$ cat src/common/crc_pkg.sv
// Constants for the cable reflectometry control block
package crc_pkg;
   // ----------------------------------------
   // Register offsets
   // ----------------------------------------
   localparam logic [4:0] ADDR_CONTROL = 5'h16;
   localparam logic [4:0] ADDR_WINDOW = 5'h17;
   localparam logic [4:0] ADDR_PEAK = 5'h18;
   localparam logic [4:0] ADDR_THRESHOLD = 5'h19;
   // ----------------------------------------
   // Control fields
   // ----------------------------------------
   localparam int CTL_ENABLE = 15;
   localparam int CTL_FAST_SRC = 14;
   localparam int CTL_TX_ON_RX = 13;
   localparam int CTL_MON_ON_RX = 12;
   localparam int CTL_SEND = 11;
   localparam int CTL_WIDTH_HI = 10;
   localparam int CTL_WIDTH_LO = 8;
   localparam int CTL_MIN_MODE = 7;
   localparam logic [15:0] CTL_WRITE_MASK = 16'hF780;
   localparam logic [15:0] CTL_RESET = 16'h0000;
   // ----------------------------------------
   // Window and results
   // ----------------------------------------
   localparam logic [15:0] WIN_RESET = 16'h00FF;
   localparam logic [7:0] TIME_LAST = 8'hFF;
   localparam logic [7:0] TIME_FIRST = 8'h00;
   localparam logic [2:0] WIDTH_NONE = 3'h0;
   localparam logic [2:0] WIDTH_ONE = 3'h1;
   localparam logic [7:0] SAMPLE_MOST_NEG = 8'h80;
   localparam logic [7:0] SAMPLE_MOST_POS = 8'h7F;
   localparam int SAMPLE_NS = 8;
   localparam int WINDOW_SPAN_NS = 2048;
   localparam int WINDOW_TICKS = WINDOW_SPAN_NS / SAMPLE_NS;
   typedef enum logic {ST_IDLE, ST_RUN} crc_state_t;
endpackage

$ cat src/design/crc_top.sv
// Reflectometry control, pulse launch and reflection monitor
// Notes on behaviour
// - Enable bit hands both line drivers over
// - Send bit launches pulse and starts monitor
// - Bit 14 picks slow or fast driver
// - Width field gives zero to seven clocks
// - Zero width sends no pulse
// - Bit 13 picks pair carrying the pulse
// - Bit 7 tracks maxima or minima
// - Bit 12 picks pair the monitor samples
// - Window register bounds sampled clock indices inclusively
// - Window resets to start 0, stop 255
// - Window indices count sample clocks
// - Capture extreme value and threshold crossing
// - Record first time of extreme and crossing
// - Peak and threshold results read at 18h/19h
// - Time counter starts when pulse launches
// - Zero width still starts the monitor
// - Fast pulses alternate polarity each send
`timescale 1ns/1ps
module crc_top
   import crc_pkg::*;
#(
   parameter int SAMPLE_W = 8
)
(
   input wire logic clock,
   input wire logic rst_n,
   input wire logic [4:0] reg_addr,
   input wire logic reg_wr,
   input wire logic reg_rd,
   input wire logic [15:0] reg_wdata,
   output logic [15:0] reg_rdata,
   input wire logic [SAMPLE_W-1:0] adc_tx_pair,
   input wire logic [SAMPLE_W-1:0] adc_rx_pair,
   input wire logic [SAMPLE_W-1:0] threshold_level,
   output logic reflect_owns_drivers,
   output logic slow_line_driver_pulse,
   output logic fast_line_driver_pulse,
   output logic fast_pulse_negative,
   output logic pulse_on_rx_pair,
   output logic monitor_busy
);
   // ----------------------------------------
   // Register writes
   // ----------------------------------------
   logic [15:0] ctrl_q;
   logic [15:0] win_q;
   logic send_req;
   crc_state_t state_q;
   logic [7:0] time_q;
   logic [2:0] pulse_cnt_q;
   logic src_fast_q;
   logic neg_q;
   logic min_mode_q;
   logic mon_rx_q;
   logic [7:0] peak_val_q;
   logic [7:0] peak_time_q;
   logic peak_seen_q;
   logic [7:0] thr_val_q;
   logic [7:0] thr_time_q;
   logic thr_seen_q;
   logic [SAMPLE_W-1:0] sample;
   logic in_window;
   logic better;
   logic crossed;

   assign send_req = reg_wr && (reg_addr == ADDR_CONTROL) && reg_wdata[CTL_SEND]
      && reg_wdata[CTL_ENABLE];

   always_ff @(posedge clock)
   begin
      if (!rst_n)
      begin
         ctrl_q <= CTL_RESET;
      end
      else if (reg_wr && reg_addr == ADDR_CONTROL)
      begin
         ctrl_q <= reg_wdata & CTL_WRITE_MASK & ~(16'h0001 << CTL_SEND);
      end
   end

   always_ff @(posedge clock)
   begin
      if (!rst_n)
      begin
         win_q <= WIN_RESET;
      end
      else if (reg_wr && reg_addr == ADDR_WINDOW)
      begin
         win_q <= reg_wdata;
      end
   end

   // ----------------------------------------
   // Sequencer and time counter
   // ----------------------------------------
   always_ff @(posedge clock)
   begin
      if (!rst_n)
      begin
         state_q <= ST_IDLE;
         time_q <= TIME_FIRST;
      end
      else if (send_req)
      begin
         state_q <= ST_RUN;
         time_q <= TIME_FIRST;
      end
      else
      begin
         case (state_q)
            ST_RUN:
            begin
               if (time_q == TIME_LAST)
               begin
                  state_q <= ST_IDLE;
               end
               else
               begin
                  time_q <= time_q + 8'h01;
               end
            end
            default:
            begin
               state_q <= ST_IDLE;
            end
         endcase
      end
   end

   // ----------------------------------------
   // Pulse generator
   // ----------------------------------------
   always_ff @(posedge clock)
   begin
      if (!rst_n)
      begin
         pulse_cnt_q <= WIDTH_NONE;
         src_fast_q <= 1'b0;
         neg_q <= 1'b0;
      end
      else if (send_req)
      begin
         pulse_cnt_q <= reg_wdata[CTL_WIDTH_HI:CTL_WIDTH_LO];
         src_fast_q <= reg_wdata[CTL_FAST_SRC];
         if (reg_wdata[CTL_FAST_SRC] && reg_wdata[CTL_WIDTH_HI:CTL_WIDTH_LO] != WIDTH_NONE)
         begin
            neg_q <= ~neg_q;
         end
      end
      else if (pulse_cnt_q != WIDTH_NONE)
      begin
         pulse_cnt_q <= pulse_cnt_q - WIDTH_ONE;
      end
   end

   assign reflect_owns_drivers = ctrl_q[CTL_ENABLE];
   assign slow_line_driver_pulse = ctrl_q[CTL_ENABLE] && !src_fast_q
      && pulse_cnt_q != WIDTH_NONE;
   assign fast_line_driver_pulse = ctrl_q[CTL_ENABLE] && src_fast_q
      && pulse_cnt_q != WIDTH_NONE;
   assign fast_pulse_negative = neg_q;
   assign pulse_on_rx_pair = ctrl_q[CTL_TX_ON_RX];
   assign monitor_busy = (state_q == ST_RUN);

   // ----------------------------------------
   // Reflection monitor
   // ----------------------------------------
   always_ff @(posedge clock)
   begin
      if (!rst_n)
      begin
         min_mode_q <= 1'b0;
         mon_rx_q <= 1'b0;
      end
      else if (send_req)
      begin
         min_mode_q <= reg_wdata[CTL_MIN_MODE];
         mon_rx_q <= reg_wdata[CTL_MON_ON_RX];
      end
   end

   assign sample = mon_rx_q ? adc_rx_pair : adc_tx_pair;
   assign in_window = (state_q == ST_RUN) && (time_q >= win_q[15:8])
      && (time_q <= win_q[7:0]);
   assign better = !peak_seen_q || (min_mode_q
      ? ($signed(sample) < $signed(peak_val_q))
      : ($signed(sample) > $signed(peak_val_q)));
   assign crossed = min_mode_q ? ($signed(sample) < $signed(threshold_level))
      : ($signed(sample) > $signed(threshold_level));

   always_ff @(posedge clock)
   begin
      if (!rst_n || send_req)
      begin
         peak_val_q <= TIME_FIRST;
         peak_time_q <= TIME_FIRST;
         peak_seen_q <= 1'b0;
      end
      else if (in_window && better)
      begin
         peak_val_q <= sample[7:0];
         peak_time_q <= time_q;
         peak_seen_q <= 1'b1;
      end
   end

   always_ff @(posedge clock)
   begin
      if (!rst_n || send_req)
      begin
         thr_val_q <= TIME_FIRST;
         thr_time_q <= TIME_FIRST;
         thr_seen_q <= 1'b0;
      end
      else if (in_window && crossed && !thr_seen_q)
      begin
         thr_val_q <= sample[7:0];
         thr_time_q <= time_q;
         thr_seen_q <= 1'b1;
      end
   end

   // ----------------------------------------
   // Register reads
   // ----------------------------------------
   always_ff @(posedge clock)
   begin
      if (!rst_n)
      begin
         reg_rdata <= CTL_RESET;
      end
      else if (reg_rd)
      begin
         case (reg_addr)
            ADDR_CONTROL: reg_rdata <= ctrl_q;
            ADDR_WINDOW: reg_rdata <= win_q;
            ADDR_PEAK: reg_rdata <= {peak_time_q, peak_val_q};
            ADDR_THRESHOLD: reg_rdata <= {thr_time_q, thr_val_q};
            default: reg_rdata <= CTL_RESET;
         endcase
      end
   end
endmodule

$ cat config.mk
export PLATFORM = sky130hd
export DESIGN_NAME = crc_top
export DESIGN_NICKNAME = d
export VERILOG_FILES = /design/src/common/crc_pkg.sv /design/src/design/crc_top.sv
export SDC_FILE = /design/constraint.sdc
export NUM_CORES = 1
export LEC_CHECK = 0
export BUFFER_PORTS_ARGS = -buffer_cell sky130_fd_sc_hd__buf_2
export CAP_MARGIN = 20
export CORE_MARGIN = 2
export CORE_UTILIZATION = 57
export DETAILED_ROUTE_END_ITERATION = 16
export GPL_TIMING_DRIVEN = 0
export MAX_ROUTING_LAYER = met4
export PLACE_DENSITY = 0.8
export SYNTH_ARGS = -nofsm -noshare
export SYNTH_HDL_FRONTEND = slang
export SYNTH_SLANG_ARGS = --single-unit
$ cat constraint.sdc
create_clock -name clock -period 3.3 [get_ports clock]
set_input_delay 0.66 -clock clock [delete_from_list [all_inputs] [get_ports clock]]
set_output_delay 0.66 -clock clock [all_outputs]
set_load 0.05 [all_outputs]
Word level (Yosys, flattened, before mapping):

Cells that the tools add are included.

* register bits: 90
* latch bits: 0
* bits in writable memories: 0
* ROM bits: 0
* bits of input ports: 49
* output and inout port bits: 22
* logic and storage cells: 67
* memories: 0

* add/subtract/negate cells: 2
* $mul: 0
* divide/modulo/power cells: 0
* order comparisons: 6
* eq/ne operators: 5
* shifts and indexed selects: 0
* muxes and demuxes: 9
* bitwise logic cells: 3
* reductions and logical operators: 26

Operators by type and width (number)
* $pmux 16 s4: 1
* $eq 5x5->1 const B: 4
* $gt 8x8->1: 2
* $lt 8x8->1: 2
* $logic_and 1x1->1: 14
* $add 8x1->8 const B: 1
* $eq 8x8->1 const B: 1
* $ge 8x8->1: 1
* $le 8x8->1: 1
* $mux 8: 1
* $mux 3: 2
* $reduce_bool 3->1: 2
* $mux 1: 5
* $logic_not 1->1: 4
* $reduce_and 2->1: 2
* $not 1->1: 3
* $sub 3x1->3 const B: 1
* $logic_or 1x1->1: 2
* $reduce_bool 2->1: 1
* $reduce_or 2->1: 1

Longest topological paths before layout:

Gate-level depths: netlist of run 1.

* word-level depth: 5
* mapped depth: 11
* gate-level depth less buffers: 8

Worst setup path after synthesis of run 1:

No wires, ideal clock.

* path type: reg-to-reg
* start point: register mon_rx_q
* end point: register peak_val_q[1]
* setup time: 0.072 ns
* arrival time: 2.860 ns
* required time: 3.228 ns
* slack: 0.368 ns
* stages on the path, launching flop included: 11
* path buffers: 2
* period minus slack after synthesis: 2.932 ns
* path through: dfxtp_1 > clkbuf_1 > mux2_2 > ha_1 > a21oi_2 > o21ai_1 > a221o_1 > o2111a_1 > a311oi_4 > buf_8 > mux2i_1

* word-level cells in the longest chain between the ends: 5
* elaborated cells between the ends (all ways): 6
* classes of those cells: 2 x order compare; 2 x mux; 2 x reduce/logical

RTL lines
* from (decl): RTL line crc_top.sv:56 `logic mon_rx_q;`
* from (signal assigned): RTL line crc_top.sv:180 `mon_rx_q <= reg_wdata[CTL_MON_ON_RX];`
* $mux 8 (*): RTL line crc_top.sv:184 `assign sample = mon_rx_q ? adc_rx_pair : adc_tx_pair;`
* via sample[3]: RTL line crc_top.sv:63 `logic [SAMPLE_W-1:0] sample;`
* $gt 8x8->1 / $lt 8x8->1 (equally long branches): RTL line crc_top.sv:189, crc_top.sv:188
* $mux 1 (*): RTL line crc_top.sv:188 `? ($signed(sample) < $signed(peak_val_q))`
* $logic_or 1x1->1 (*): RTL line crc_top.sv:187 `assign better = !peak_seen_q || (min_mode_q`
* $logic_and 1x1->1 (*): RTL line crc_top.sv:201 `else if (in_window && better)`
* to (signal assigned): RTL line crc_top.sv:203 `peak_val_q <= sample[7:0];`
* to (decl): RTL line crc_top.sv:57 `logic [7:0] peak_val_q;`

Mark *: on every way through the listed nets, which the timed path passes. The rest lies on a longest branch.
A chain may end at the register's enable or synchronous reset.

Final worst setup path of run 1:

* start point: register mon_rx_q
* end point: register thr_val_q[2]

* word-level cells in the longest chain between the ends: 5
* elaborated cells between the ends (all ways): 6
* classes of those cells: 2 x order compare; 2 x mux; 2 x reduce/logical

RTL lines
* $mux 8 (*): RTL line crc_top.sv:184
* via sample[5]: RTL line crc_top.sv:63
* $gt 8x8->1 / $lt 8x8->1 (equally long branches): RTL line crc_top.sv:191, crc_top.sv:190
* $mux 1 (*): RTL line crc_top.sv:190 `assign crossed = min_mode_q ? ($signed(sample) < $signed(threshold_level))`
* $logic_and 1x1->1 (*) (2 in a row): RTL line crc_top.sv:217 `else if (in_window && crossed && !thr_seen_q)`
* to (signal assigned): RTL line crc_top.sv:219 `thr_val_q <= sample[7:0];`
* to (decl): RTL line crc_top.sv:60 `logic [7:0] thr_val_q;`

Marked as above.

==> summary.md, run 1 <==
| Metric | Value |
|---|---|
| GP Congestion | 0.970 |
| Clock sinks | 90 |
| Die area | 9290 µm² |
| Share of cells above drive strength 1 | 0.177 |
| I/O Buffers | 68 |
| Reg2Reg Setup Slack | 0.20 ns |
| Avg Cell Area, Syn | 9.02 µm² |
| Vias post-DR | 4,149 |
| Data required, critical path | 3.55 ns |
| Syn nets | 623 |
| Crit. End Element | register |
| P_leak | 2.46 nW |
| RSZ-0062 raised after global routing | no |
| Synth top area share | 0.371 |
| CP endpoint | thr_val_q[2]$_SDFFE_PP0P_ |
| Routed vias/inst | 5.70 |
| CTS resizes | 0 |
| Number of global-route vias before repair | 3,983 |
| Area grow syn2layout | 13.5% |
| Worst EP arrival | 3.35 ns |
| Average routed wire per standard cell | 16.1 µm |
| Synth async-reset ratio | 0 |
| Synth area leaders | dfxtp_1 37%, mux2i_1 12%, ha_1 9.0% |
| Drt total wl | 11,700 µm |
| Tcrit/Tclk final | 0.939 |
| CTS max path bufs | 2 |
| Slew headroom | 0.470 |
| DP Area | 5330 µm² |
| Total CTS buffers | 9 |
| Clock-pin slew on the worst setup and hold paths | 0.09 ns |
| R2r endpoint | thr_val_q[2]$_SDFFE_PP0P_ |
| Clock Tree Root | clkbuf_8 |
| Max-Cap Viols | 0 |
| Hold Violations, Final | 0 |
| Post-DP HPWL | 9180 µm |
| Warnings from Yosys | 0 |
| Die span in y | 96.4 µm |
| Reg2reg path depth | 10 |
| Post-synth EDFFs | 0 |
| First-pass GRT wire length | 18,100 µm |
| Peak VDD IR | 0.314 mV |
| Worst-margin pin slew | 0.795 ns |
| Drt drc | 0 |
| Fmax | 323 MHz |
| Core Region | 8260 µm² |
| Starting Density | 0.589 |
| Mapped Cells | 539 |
| Mapped cell area | 4860 µm² |
| Critical path class | register to register |
| Net count, final | 703 |
| Post-Layout Inst Area | 5520 µm² |
| Final worst path period need | 3.10 ns |
| Width of the die | 96.4 µm |
| Antenna Nets Post-Route | 0 |
| Final setup vio count | 0 |
| Largest net degree at the start of global routing | 14 |
| R2R Path Start | mon_rx_q$_SDFFE_PN0P_ |
| Power Density | 382 nW/µm² |
| Crit path max fanout | 10 |
| Critical path origin | mon_rx_q$_SDFFE_PN0P_ |
| DRT iter0 DRCs | 215 |
| Status | complete, no violations |
| WHS | 0.461 ns |
| Crit start category | register |
| Seq cells post-synth | 90 |
| Hold WC Path Type | register to register |
| All-Layer GR Usage | 0.265 |
| DR pass1 iterations | 4 |
| Register area share after synthesis | 0.371 |
| Std-Cell Rows | 33 |
| Cell accounting for the most synthesized area | dfxtp_1 |
| Clock skew | 0.00853 ns |
| TritonCTS clock tree | done |
| Ys flop type | dfxtp_1 |
| IO Pins | 71 |
| Fin. max-slew vios | 0 |
| Post-synth cell types | 59 |
| N_diodes | 0 |
| H-tree levels | 3 |
| Congestion Overflow GR | 0 |
| Initial antenna violation count | 0 |
| Clock Latency Late Sink | 0.36 ns |
-- cells in the mapped netlist (10+ instances only) --
cell type,instances
and2_1,10
a21boi_0,14
o211a_1,10
inv_1,46
nand2_1,99
mux2i_1,59
dfxtp_1,90
nor2b_1,10
clkbuf_1,18
ha_1,35
nor2_1,19
-- flip-flops by register name (all words and copies together) (netlist names) --
name,count
time_q,8
thr_seen_q,1
peak_val_q,8
reg_rdata,16
mon_rx_q,1
fast_pulse_negative,1
peak_seen_q,1
ctrl_q,8
thr_time_q,8
peak_time_q,8
pulse_cnt_q,3
win_q,16
thr_val_q,8
min_mode_q,1
src_fast_q,1
monitor_busy,1
-- metrics by stage --
stage | setup TNS [ns] | std cells | power (mW) | setup slack, ns | util
after global placement | -0.199 | 712 | 1.43 | -0.0289 | 0.646
after detailed placement | -0.631 | 712 | 1.45 | -0.101 | 0.646
after global routing | 0 | 728 | 2.19 | 0.0538 | 0.668
final | 0 | 728 | 2.11 | 0.200 | 0.668
after CTS | 0 | 726 | 2.11 | 0.0325 | 0.666
after floorplan | 0 | 539 | 1.36 | 0.368 | -
-- metal layers --
metal / GRT usage / routed length [µm] / part of all wire / up-vias
met4: 0.0986 / 235 / 0.020 / 0
li1: - / - / - / 2036
met2: 0.462 / 5830 / 0.50 / 120
met3: 0.0509 / 662 / 0.057 / 18
met5: - / 0 / 0 / -
met1: 0.301 / 4970 / 0.42 / 1975
-- area by class of cell --
| type | count | area [µm²] |
|---|---|---|
| plain buffers | 27 | 138 |
| clock buffers | 13 | 159 |
| clock inverters | 2 | 12.5 |
| fillers | 696 | 2740 |
| inverters | 46 | 173 |
| multi-input cells | 375 | 2750 |
| flip-flops and latches | 90 | 1800 |
| well taps | 105 | 131 |
| repair buffers | 70 | 355 |
-- how the worst min path moves through the flow --
stage,start,endpoint,slack [ns],cells after the start
floorplan,thr_seen_q$_SDFFE_PP0P_,thr_seen_q$_SDFFE_PP0P_,0.43,1
global placement,thr_seen_q$_SDFFE_PP0P_,thr_seen_q$_SDFFE_PP0P_,0.44,1
detailed placement,peak_time_q[0]$_SDFFE_PP0P_,peak_time_q[0]$_SDFFE_PP0P_,0.46,2
CTS,peak_time_q[0]$_SDFFE_PP0P_,peak_time_q[0]$_SDFFE_PP0P_,0.47,2
global route,thr_val_q[6]$_SDFFE_PP0P_,thr_val_q[6]$_SDFFE_PP0P_,0.48,2
finish,peak_time_q[0]$_SDFFE_PP0P_,peak_time_q[0]$_SDFFE_PP0P_,0.46,2
-- layout by cell type (no fill, tap or decap), types with 3 or more instances in the layout --
cell type and count:
and2_1 10, xnor2_1 7, a21boi_0 14, dfxtp_1 90, nand2b_1 3, and4_1 3
ha_1 35, nor3_1 3, nand4_1 3, mux2i_1 59, nand2_1 99, o21ai_1 3
o22ai_1 8, a22oi_1 8, buf_2 73, o211ai_1 8, nand3_1 7, mux2_2 7
and3_1 3, inv_1 46, o221ai_1 8, o21ai_0 7, nor2b_1 10, o211a_1 10
clkbuf_8 11, nor2_1 19, buf_4 3, clkbuf_1 19, a21oi_1 5
-- critical path, stage by stage, from the launching register on --
cell and delay [ns]:
dfxtp_1 0.63, mux2_2 0.44, ha_1 0.30, a211oi_1 0.26, a2bb2oi_1 0.30, o211a_1 0.21
nor2_1 0.06, or3_1 0.36, buf_6 0.16, buf_6 0.16, mux2i_1 0.13
-- report_power, final --
group / internal [mW] / switching [mW] / total, mW
clock: 0.311 / 0.369 / 0.679
combinational: 0.129 / 0.177 / 0.306
sequential: 1.11 / 0.0124 / 1.12
-- timing repair --
item	CTS	global route
hold buffers	0	0
pin swaps	0	1
setup buffers	0	2
setup endpoints to repair	10	10
-- logic make-up (layout without fill, tap and decap cells) --
logic type | Yosys count | in the layout | share of synthesized area
xor+xnor | 9 | 9 | 0.0162
mux | 66 | 66 | 0.138
flops | 90 | 90 | 0.371
simple gates | 170 | 170 | 0.164
buf+inv | 74 | 158 | 0.0646
fa+ha+maj | 35 | 35 | 0.0901
compound gates | 95 | 95 | 0.157
Power figures use the tool's default switching activity.
==> inputs of run 2 (changes only) <==
CORE_MARGIN = 1   (was 2)
==> run 2 against run 1 <==
Compared with the run above:
- flip-flop and latch count is the same
- largest cell class unchanged
- clock skew grew 0.0015 ns
- routed wire length grew 2.0%
- critical endpoint is now thr_val_q[4]$_SDFFE_PP0P_
- cell count grew 0.27%
- highest routed layer unchanged
- utilization grew 1.4 points
- register-to-register slack gained 0.06 ns
- fmax grew 2.0%
- clock-buffer cell count shrank 1
==> summary.md, run 2 (synthesized netlist as in run 1, its figures left out) <==
| Metric | Value |
|---|---|
| Status | complete, no violations |
| Initial antenna violation count | 0 (unchanged) |
| Congestion Overflow GR | 0 (unchanged) |
| Switching Fraction | 0.242 (-0.0231) |
| Clock skew | 0.0100 ns (+0.00148 ns) |
| Fmax | 329 MHz (+2.0%) |
| Number of global-route vias before repair | 4,017 (+0.85%) |
| Fill count | 657 (-5.6%) |
| Power Total | 2.35 mW (+12%) |
| GP Congestion | 0.898 (-7.4%) |
| Top delay family on crit path | flip-flops |
| DR pass1 iterations | 4 (unchanged) |
| Crit path max fanout | 10 (unchanged) |
| Most frequent cells in the layout | 99 x nand2_1, 90 x dfxtp_1, 73 x buf_2, 59 x mux2i_1, 46 x inv_1 |
| Combinational share of power | 0.128 (-0.017) |
| TritonCTS clock tree | done |
| RSZ-0062 raised after global routing | no |
| Hold Violations, Final | 0 (unchanged) |
| Most common cell after layout, fill and taps aside | nand2_1 |
| Total CTS buffers | 9 (unchanged) |
| Clock sinks | 90 (unchanged) |
| Tcrit/Tclk final | 0.921 (-0.0180) |
| DRT iter0 DRCs | 191 (-11%) |
| GR Layer Usage met3 | 0.0717 (+0.0208) |
| Worst EP arrival | 3.29 ns (-0.06 ns) |
| Post-route setup slack | 0.259 ns (+0.0594 ns) |
| Share of power burned in the clock network | 0.395 (+0.073) |
| GRT met2 Usage | 0.502 (+0.0406) |
| N_diodes | 0 (unchanged) |
| Buf/Inv on CP | 2 (unchanged) |
| Worst path most repeated cell | buf_6 |
| Peak VDD IR | 0.331 mV (+5.4%) |
| CP max stage cell | dfxtp_1 |
| Power Density | 419 nW/µm² (+9.8%) |
| Final setup vio count | 0 (unchanged) |
| Area grow syn2layout | 15.3% |
| Die span in y | 94.4 µm (-2.1%) |
| IO Pins | 71 (unchanged) |
| Sw power | 568 µW (+1.8%) |
| Antenna Nets Post-Route | 0 (unchanged) |
| First-pass GRT wire length | 18,900 µm (+4.4%) |
| Net count, final | 704 (+0.14%) |
| Fin. max-slew vios | 0 (unchanged) |
| Crit. End Element | register |
| I/O Buffers | 68 (unchanged) |
| Gr busiest metal | met2 |
| Critical path class | register to register |
| Data required, critical path | 3.55 ns (about the same) |
| Final cell count without fillers | 730 (+0.27%) |
| Max-Cap Viols | 0 (unchanged) |
| Drt total wl | 11,900 µm (+2.0%) |
| Starting Density | 0.592 (+0.00296) |
| Clock-pin slew on the worst setup and hold paths | 0.09 ns (about the same) |
| Placed Cells | 712 (unchanged) |
| Drt drc | 0 (unchanged) |
| Crit start category | register |
| Std-Cell Rows | 33 (unchanged) |
| Slew headroom | 0.492 (+0.0223) |
| Internal power | 1.78 mW (+15%) |
| CTS max path bufs | 2 (unchanged) |
| Clock Tree Root | clkbuf_8 |
| Core Region | 8220 µm² (-0.50%) |
| Vias post-DR | 4,153 (+0.096%) |
| Post-DP HPWL | 9210 µm (+0.37%) |
| P_leak | 2.50 nW (+1.7%) |
| TNS Setup | 0 ns (unchanged) |
| Average routed wire per standard cell | 16.3 µm (+1.7%) |
| Setup WS pre-CTS | -0.0834 ns (+0.0174 ns) |
| Hold Buf Count CTS | 0 (unchanged) |
| Routing usage on met1 | 0.320 (+0.0192) |
| Crit-path cells | mux2_2 -> ha_1 -> and4_4 -> a221oi_1 -> o211a_1 -> nor2_1 -> or3_1 -> buf_6 -> buf_6 -> mux2i_1 |
| Share of cells above drive strength 1 | 0.181 (+0.00423) |
| Clock Latency Late Sink | 0.36 ns (about the same) |
| Width of the die | 94.4 µm (-2.1%) |
| Largest regs | reg_rdata: 16 flops, win_q: 16 flops |
| Sequential power share | 0.477 (-0.055) |
| CP peak stage delay | 0.63 ns (about the same) |
| H-tree levels | 3 (unchanged) |
| Routed vias/inst | 5.69 (-0.18%) |
| Die area | 8900 µm² (-4.1%) |
| Largest net degree at the start of global routing | 15 (+1) |
| Final worst path period need | 3.04 ns (-0.0594 ns) |
| Worst-margin pin slew | 0.762 ns (-0.0335 ns) |
| All-Layer GR Usage | 0.287 (+0.0222) |
| Hold WC Path Type | register to register |
==> run 2: routing by layer <==
| layer | vias up | wire, µm |
|---|---|---|
| li1 | 2039 | - |
| met1 | 1973 | 4970 |
| met2 | 120 | 6040 |
| met3 | 21 | 607 |
| met4 | 0 | 313 |
| met5 | - | 0 |
==> run 2: what timing repair did <==
item / in CTS / in global routing
pin swaps: 0 / 1
setup buffers: 0 / 3
gates resized for setup: 0 / 0
setup endpoints to repair: 10 / 10
==> run 2: layout make-up <==
| class | instances | area (µm²) | area share |
|---|---|---|---|
| buffer | 27 | 138 | 0.0246 |
| inverter | 46 | 173 | 0.0308 |
| tap | 105 | 131 | 0.0234 |
| timing repair buffer | 71 | 363 | 0.0647 |
| multi-input combinational | 375 | 2750 | 0.490 |
| clock inverter | 4 | 97.6 | 0.0174 |
| clock buffer | 12 | 155 | 0.0277 |
| sequential | 90 | 1800 | 0.321 |
==> run 2: power by group through the flow <==
stage	sequential (mW)	clock, mW	combinational, mW
3_3_place_gp	1.15	0	0.287
3_5_place_dp	1.15	0	0.301
2_1_floorplan	1.16	0	0.196
6_report	1.12	0.927	0.302
5_1_grt	1.13	0.980	0.337
4_1_cts	1.12	0.931	0.303
==> run 2: path summary, 6_finish.rpt <==
check                         startpoint                          end  slack, ns  depth (start not counted)
max reg2reg        mon_rx_q$_SDFFE_PN0P_    thr_val_q[4]$_SDFFE_PP0P_       0.26                         10
min          peak_time_q[0]$_SDFFE_PP0P_  peak_time_q[0]$_SDFFE_PP0P_       0.47                          2
max                mon_rx_q$_SDFFE_PN0P_    thr_val_q[4]$_SDFFE_PP0P_       0.26                         10
min reg2reg  peak_time_q[0]$_SDFFE_PP0P_  peak_time_q[0]$_SDFFE_PP0P_       0.47                          2
==> run 2: metrics by stage <==
stage / cell area (µm²) / hold WS (ns) / util
global placement: 5330 / 0.441 / 0.649
finish: 5610 / 0.467 / 0.682
detailed placement: 5330 / 0.456 / 0.649
floorplan: 4860 / 0.434 / -
CTS: 5580 / 0.468 / 0.679
global route: 5610 / 0.491 / 0.682
==> run 2: worst min-delay path: cells and delay by family (launching register included) <==
| family | cells | cell delay, ns |
|---|---|---|
| muxes | 1 | 0.05 |
| and+or+nand+nor | 1 | 0.05 |
| DFF | 1 | 0.32 |
==> inputs of run 3 (changes only) <==
CORE_UTILIZATION = 60   (was 57)
PLACE_DENSITY = 0.83   (was 0.8)
clock period = 3.7 ns   (was 3.3 ns; I/O delays follow)
==> run 3 against run 2 <==
Compared with the run above:
- design area down 1.5%
- total power shrank 17%
- hold slack lost 0.0021 ns
- utilization grew 2.9 points
==> summary.md, run 3 (synthesized netlist as in run 1, its figures left out) <==
| Metric | Value |
|---|---|
| Status | complete, no violations |
| Peak VDD IR | 0.226 mV (-32%) |
| Die span in y | 92.0 µm (-2.5%) |
| CTS resizes | 0 (unchanged) |
| Worst EP arrival | 3.73 ns (+0.44 ns) |
| CP max stage cell | a311oi_4 |
| Max layer used | met4 |
| Drt total wl | 11,800 µm (-0.80%) |
| Power Density | 352 nW/µm² (-16%) |
| WHS | 0.465 ns (-0.00207 ns) |
| Area grow syn2layout | 13.6% |
| Routed vias/inst | 5.81 (+2.1%) |
| Congestion Overflow GR | 0 (unchanged) |
| I/O Buffers | 68 (unchanged) |
| Fin util | 0.711 (+0.0288) |
| TritonCTS clock tree | done |
| Slew headroom | 0.463 (-0.0293) |
| Hold Violations, Final | 0 (unchanged) |
| Hold Path Depth | 2 (unchanged) |
| N_diodes | 0 (unchanged) |
| DR pass1 iterations | 5 (+1) |
| Core Region | 7770 µm² (-5.5%) |
| Metal2 WL | 5750 µm (-4.8%) |
| Antenna Nets Post-Route | 0 (unchanged) |
| DRT iter0 DRCs | 331 (+73%) |
| Critical path class | register to register |
| Wire length on met3 | 662 µm (+9.1%) |
| Hold Startpoint | peak_time_q[2]$_SDFFE_PP0P_ |
| WHS Endpoint | peak_time_q[2]$_SDFFE_PP0P_ |
| Most frequent cells in the layout | 99 x nand2_1, 90 x dfxtp_1, 73 x buf_2, 59 x mux2i_1, 46 x inv_1 |
| Fin. max-slew vios | 0 (unchanged) |
| Crit start category | register |
| R2R Path Start | mon_rx_q$_SDFFE_PN0P_ |
| Reg2Reg Setup Slack | 0.26 ns (about the same) |
| Largest net degree at the start of global routing | 16 (+1) |
| Initial antenna violation count | 0 (unchanged) |
| Post-Layout Inst Area | 5520 µm² (-1.5%) |
| Hold WC Path Type | register to register |
| Drt drc | 0 (unchanged) |
| Share of cells above drive strength 1 | 0.177 (-0.00423) |
| Data required, critical path | 4.00 ns (+0.45 ns) |
| All-Layer GR Usage | 0.304 (+0.0170) |
| H-tree levels | 3 (unchanged) |
| Net count, final | 702 (-0.28%) |
| Clock-pin slew on the worst setup and hold paths | 0.09 ns (about the same) |
| P_leak | 2.46 nW (-1.6%) |
| IO Pins | 71 (unchanged) |
| Clock Tree Root | clkbuf_8 |
| Max-Cap Viols | 0 (unchanged) |
| Post-DP HPWL | 9080 µm (-1.4%) |
| Final worst path period need | 3.44 ns (+0.398 ns) |
| TNS Setup | 0 ns (unchanged) |
| Vias post-DR | 4,212 (+1.4%) |
| R2r endpoint | peak_val_q[2]$_SDFFE_PP0P_ |
| Post-CTS Setup Bufs | 0 (unchanged) |
| Fmax | 291 MHz (-12%) |
| DP Area | 5330 µm² (about the same) |
| GP Congestion | 0.940 (+4.6%) |
| Crit path max fanout | 10 (unchanged) |
| Power Total | 1.94 mW (-17%) |
| Most common cell after layout, fill and taps aside | nand2_1 |
| Largest regs | reg_rdata: 16 flops, win_q: 16 flops |
| Clock skew | 0.0117 ns (+0.00169 ns) |
| Worst-margin pin slew | 0.806 ns (+0.0440 ns) |
| Reg2reg path depth | 10 (unchanged) |
| Tcrit/Tclk final | 0.929 (+0.00800) |
| Metal-1 WL | 4970 µm (+0.12%) |
| CTS max path bufs | 2 (unchanged) |
| Clock sinks | 90 (unchanged) |
| Crit. End Element | register |
| Average routed wire per standard cell | 16.3 µm (-0.12%) |
| CP peak stage delay | 0.61 ns (-0.02 ns) |
| Die area | 8470 µm² (-4.9%) |
| Width of the die | 92.0 µm (-2.5%) |
| RSZ-0062 raised after global routing | no |
| First-pass GRT wire length | 19,400 µm (+2.9%) |
| Final setup vio count | 0 (unchanged) |
| Total CTS buffers | 9 (unchanged) |
| Std-Cell Rows | 32 (-3.0%) |
| Number of global-route vias before repair | 4,175 (+3.9%) |
| Crit-path cells | clkbuf_1 -> mux2_2 -> ha_1 -> a21oi_2 -> o21ai_1 -> a221o_1 -> o2111a_1 -> a311oi_4 -> buf_8 -> mux2i_1 |
| Clock Latency Late Sink | 0.37 ns (about the same) |
| Hold Buf Count CTS | 0 (unchanged) |
| Starting Density | 0.626 (+0.0342) |
[run 3: cell count changes in the layout (fill, tap and decap cells not counted)]
cell	previous run	this run
inv_6	0	2
clkbuf_8	11	9
clkbuf_1	18	19
buf_4	4	1
bufinv_16	3	1
clkinv_2	0	2
[run 3: worst max-delay path by stage]
stage	from	end	slack, ns	cells past startpoint
final	mon_rx_q$_SDFFE_PN0P_	peak_val_q[2]$_SDFFE_PP0P_	0.26	10
after global routing	mon_rx_q$_SDFFE_PN0P_	peak_time_q[5]$_SDFFE_PP0P_	0.04	10
after CTS	mon_rx_q$_SDFFE_PN0P_	peak_val_q[2]$_SDFFE_PP0P_	0.25	10
after detailed placement	mon_rx_q$_SDFFE_PN0P_	peak_val_q[2]$_SDFFE_PP0P_	0.28	10
after global placement	mon_rx_q$_SDFFE_PN0P_	peak_time_q[4]$_SDFFE_PP0P_	0.38	10
after floorplan	adc_rx_pair[3]	peak_val_q[1]$_SDFFE_PP0P_	0.74	9
[run 3: power by group]
| group | internal (mW) | switching, mW | total (mW) |
|---|---|---|---|
| Clock | 0.315 | 0.357 | 0.672 |
| Sequential | 0.990 | 0.0120 | 1.00 |
| Combinational | 0.115 | 0.153 | 0.268 |
[run 3: critical path, delay by kind of cell (launching register included)]
| kind | cells | cell delay [ns] |
|---|---|---|
| AO/OA/AOI/OAI | 5 | 1.37 |
| adder cells (fa/ha/maj) | 1 | 0.32 |
| buffers and inverters | 2 | 0.72 |
| flip-flops | 1 | 0.31 |
| multiplexers | 2 | 0.65 |
[run 3: stage by stage]
| stage | cells | setup slack (ns) |
|---|---|---|
| 2_1_floorplan | 539 | 0.740 |
| 3_3_place_gp | 709 | 0.384 |
| 3_5_place_dp | 709 | 0.278 |
| 4_1_cts | 725 | 0.253 |
| 5_1_grt | 725 | 0.0436 |
| 6_report | 725 | 0.261 |
[run 3: cell type report]
type / instances / area, µm²
Buffer: 28 / 141
Clock buffer: 10 / 128
Clock inverter: 6 / 65.1
Fill cell: 626 / 2240
Inverter: 46 / 173
Multi-Input combinational cell: 375 / 2750
Sequential cell: 90 / 1800
Tap cell: 102 / 128
Timing Repair Buffer: 68 / 340
[run 3: per-layer routing]
metal,GRT usage,vias to the layer above
met2,0.508,169
met1,0.353,1963
li1,-,2043
met3,0.0547,37
met5,-,-
met4,0.146,0
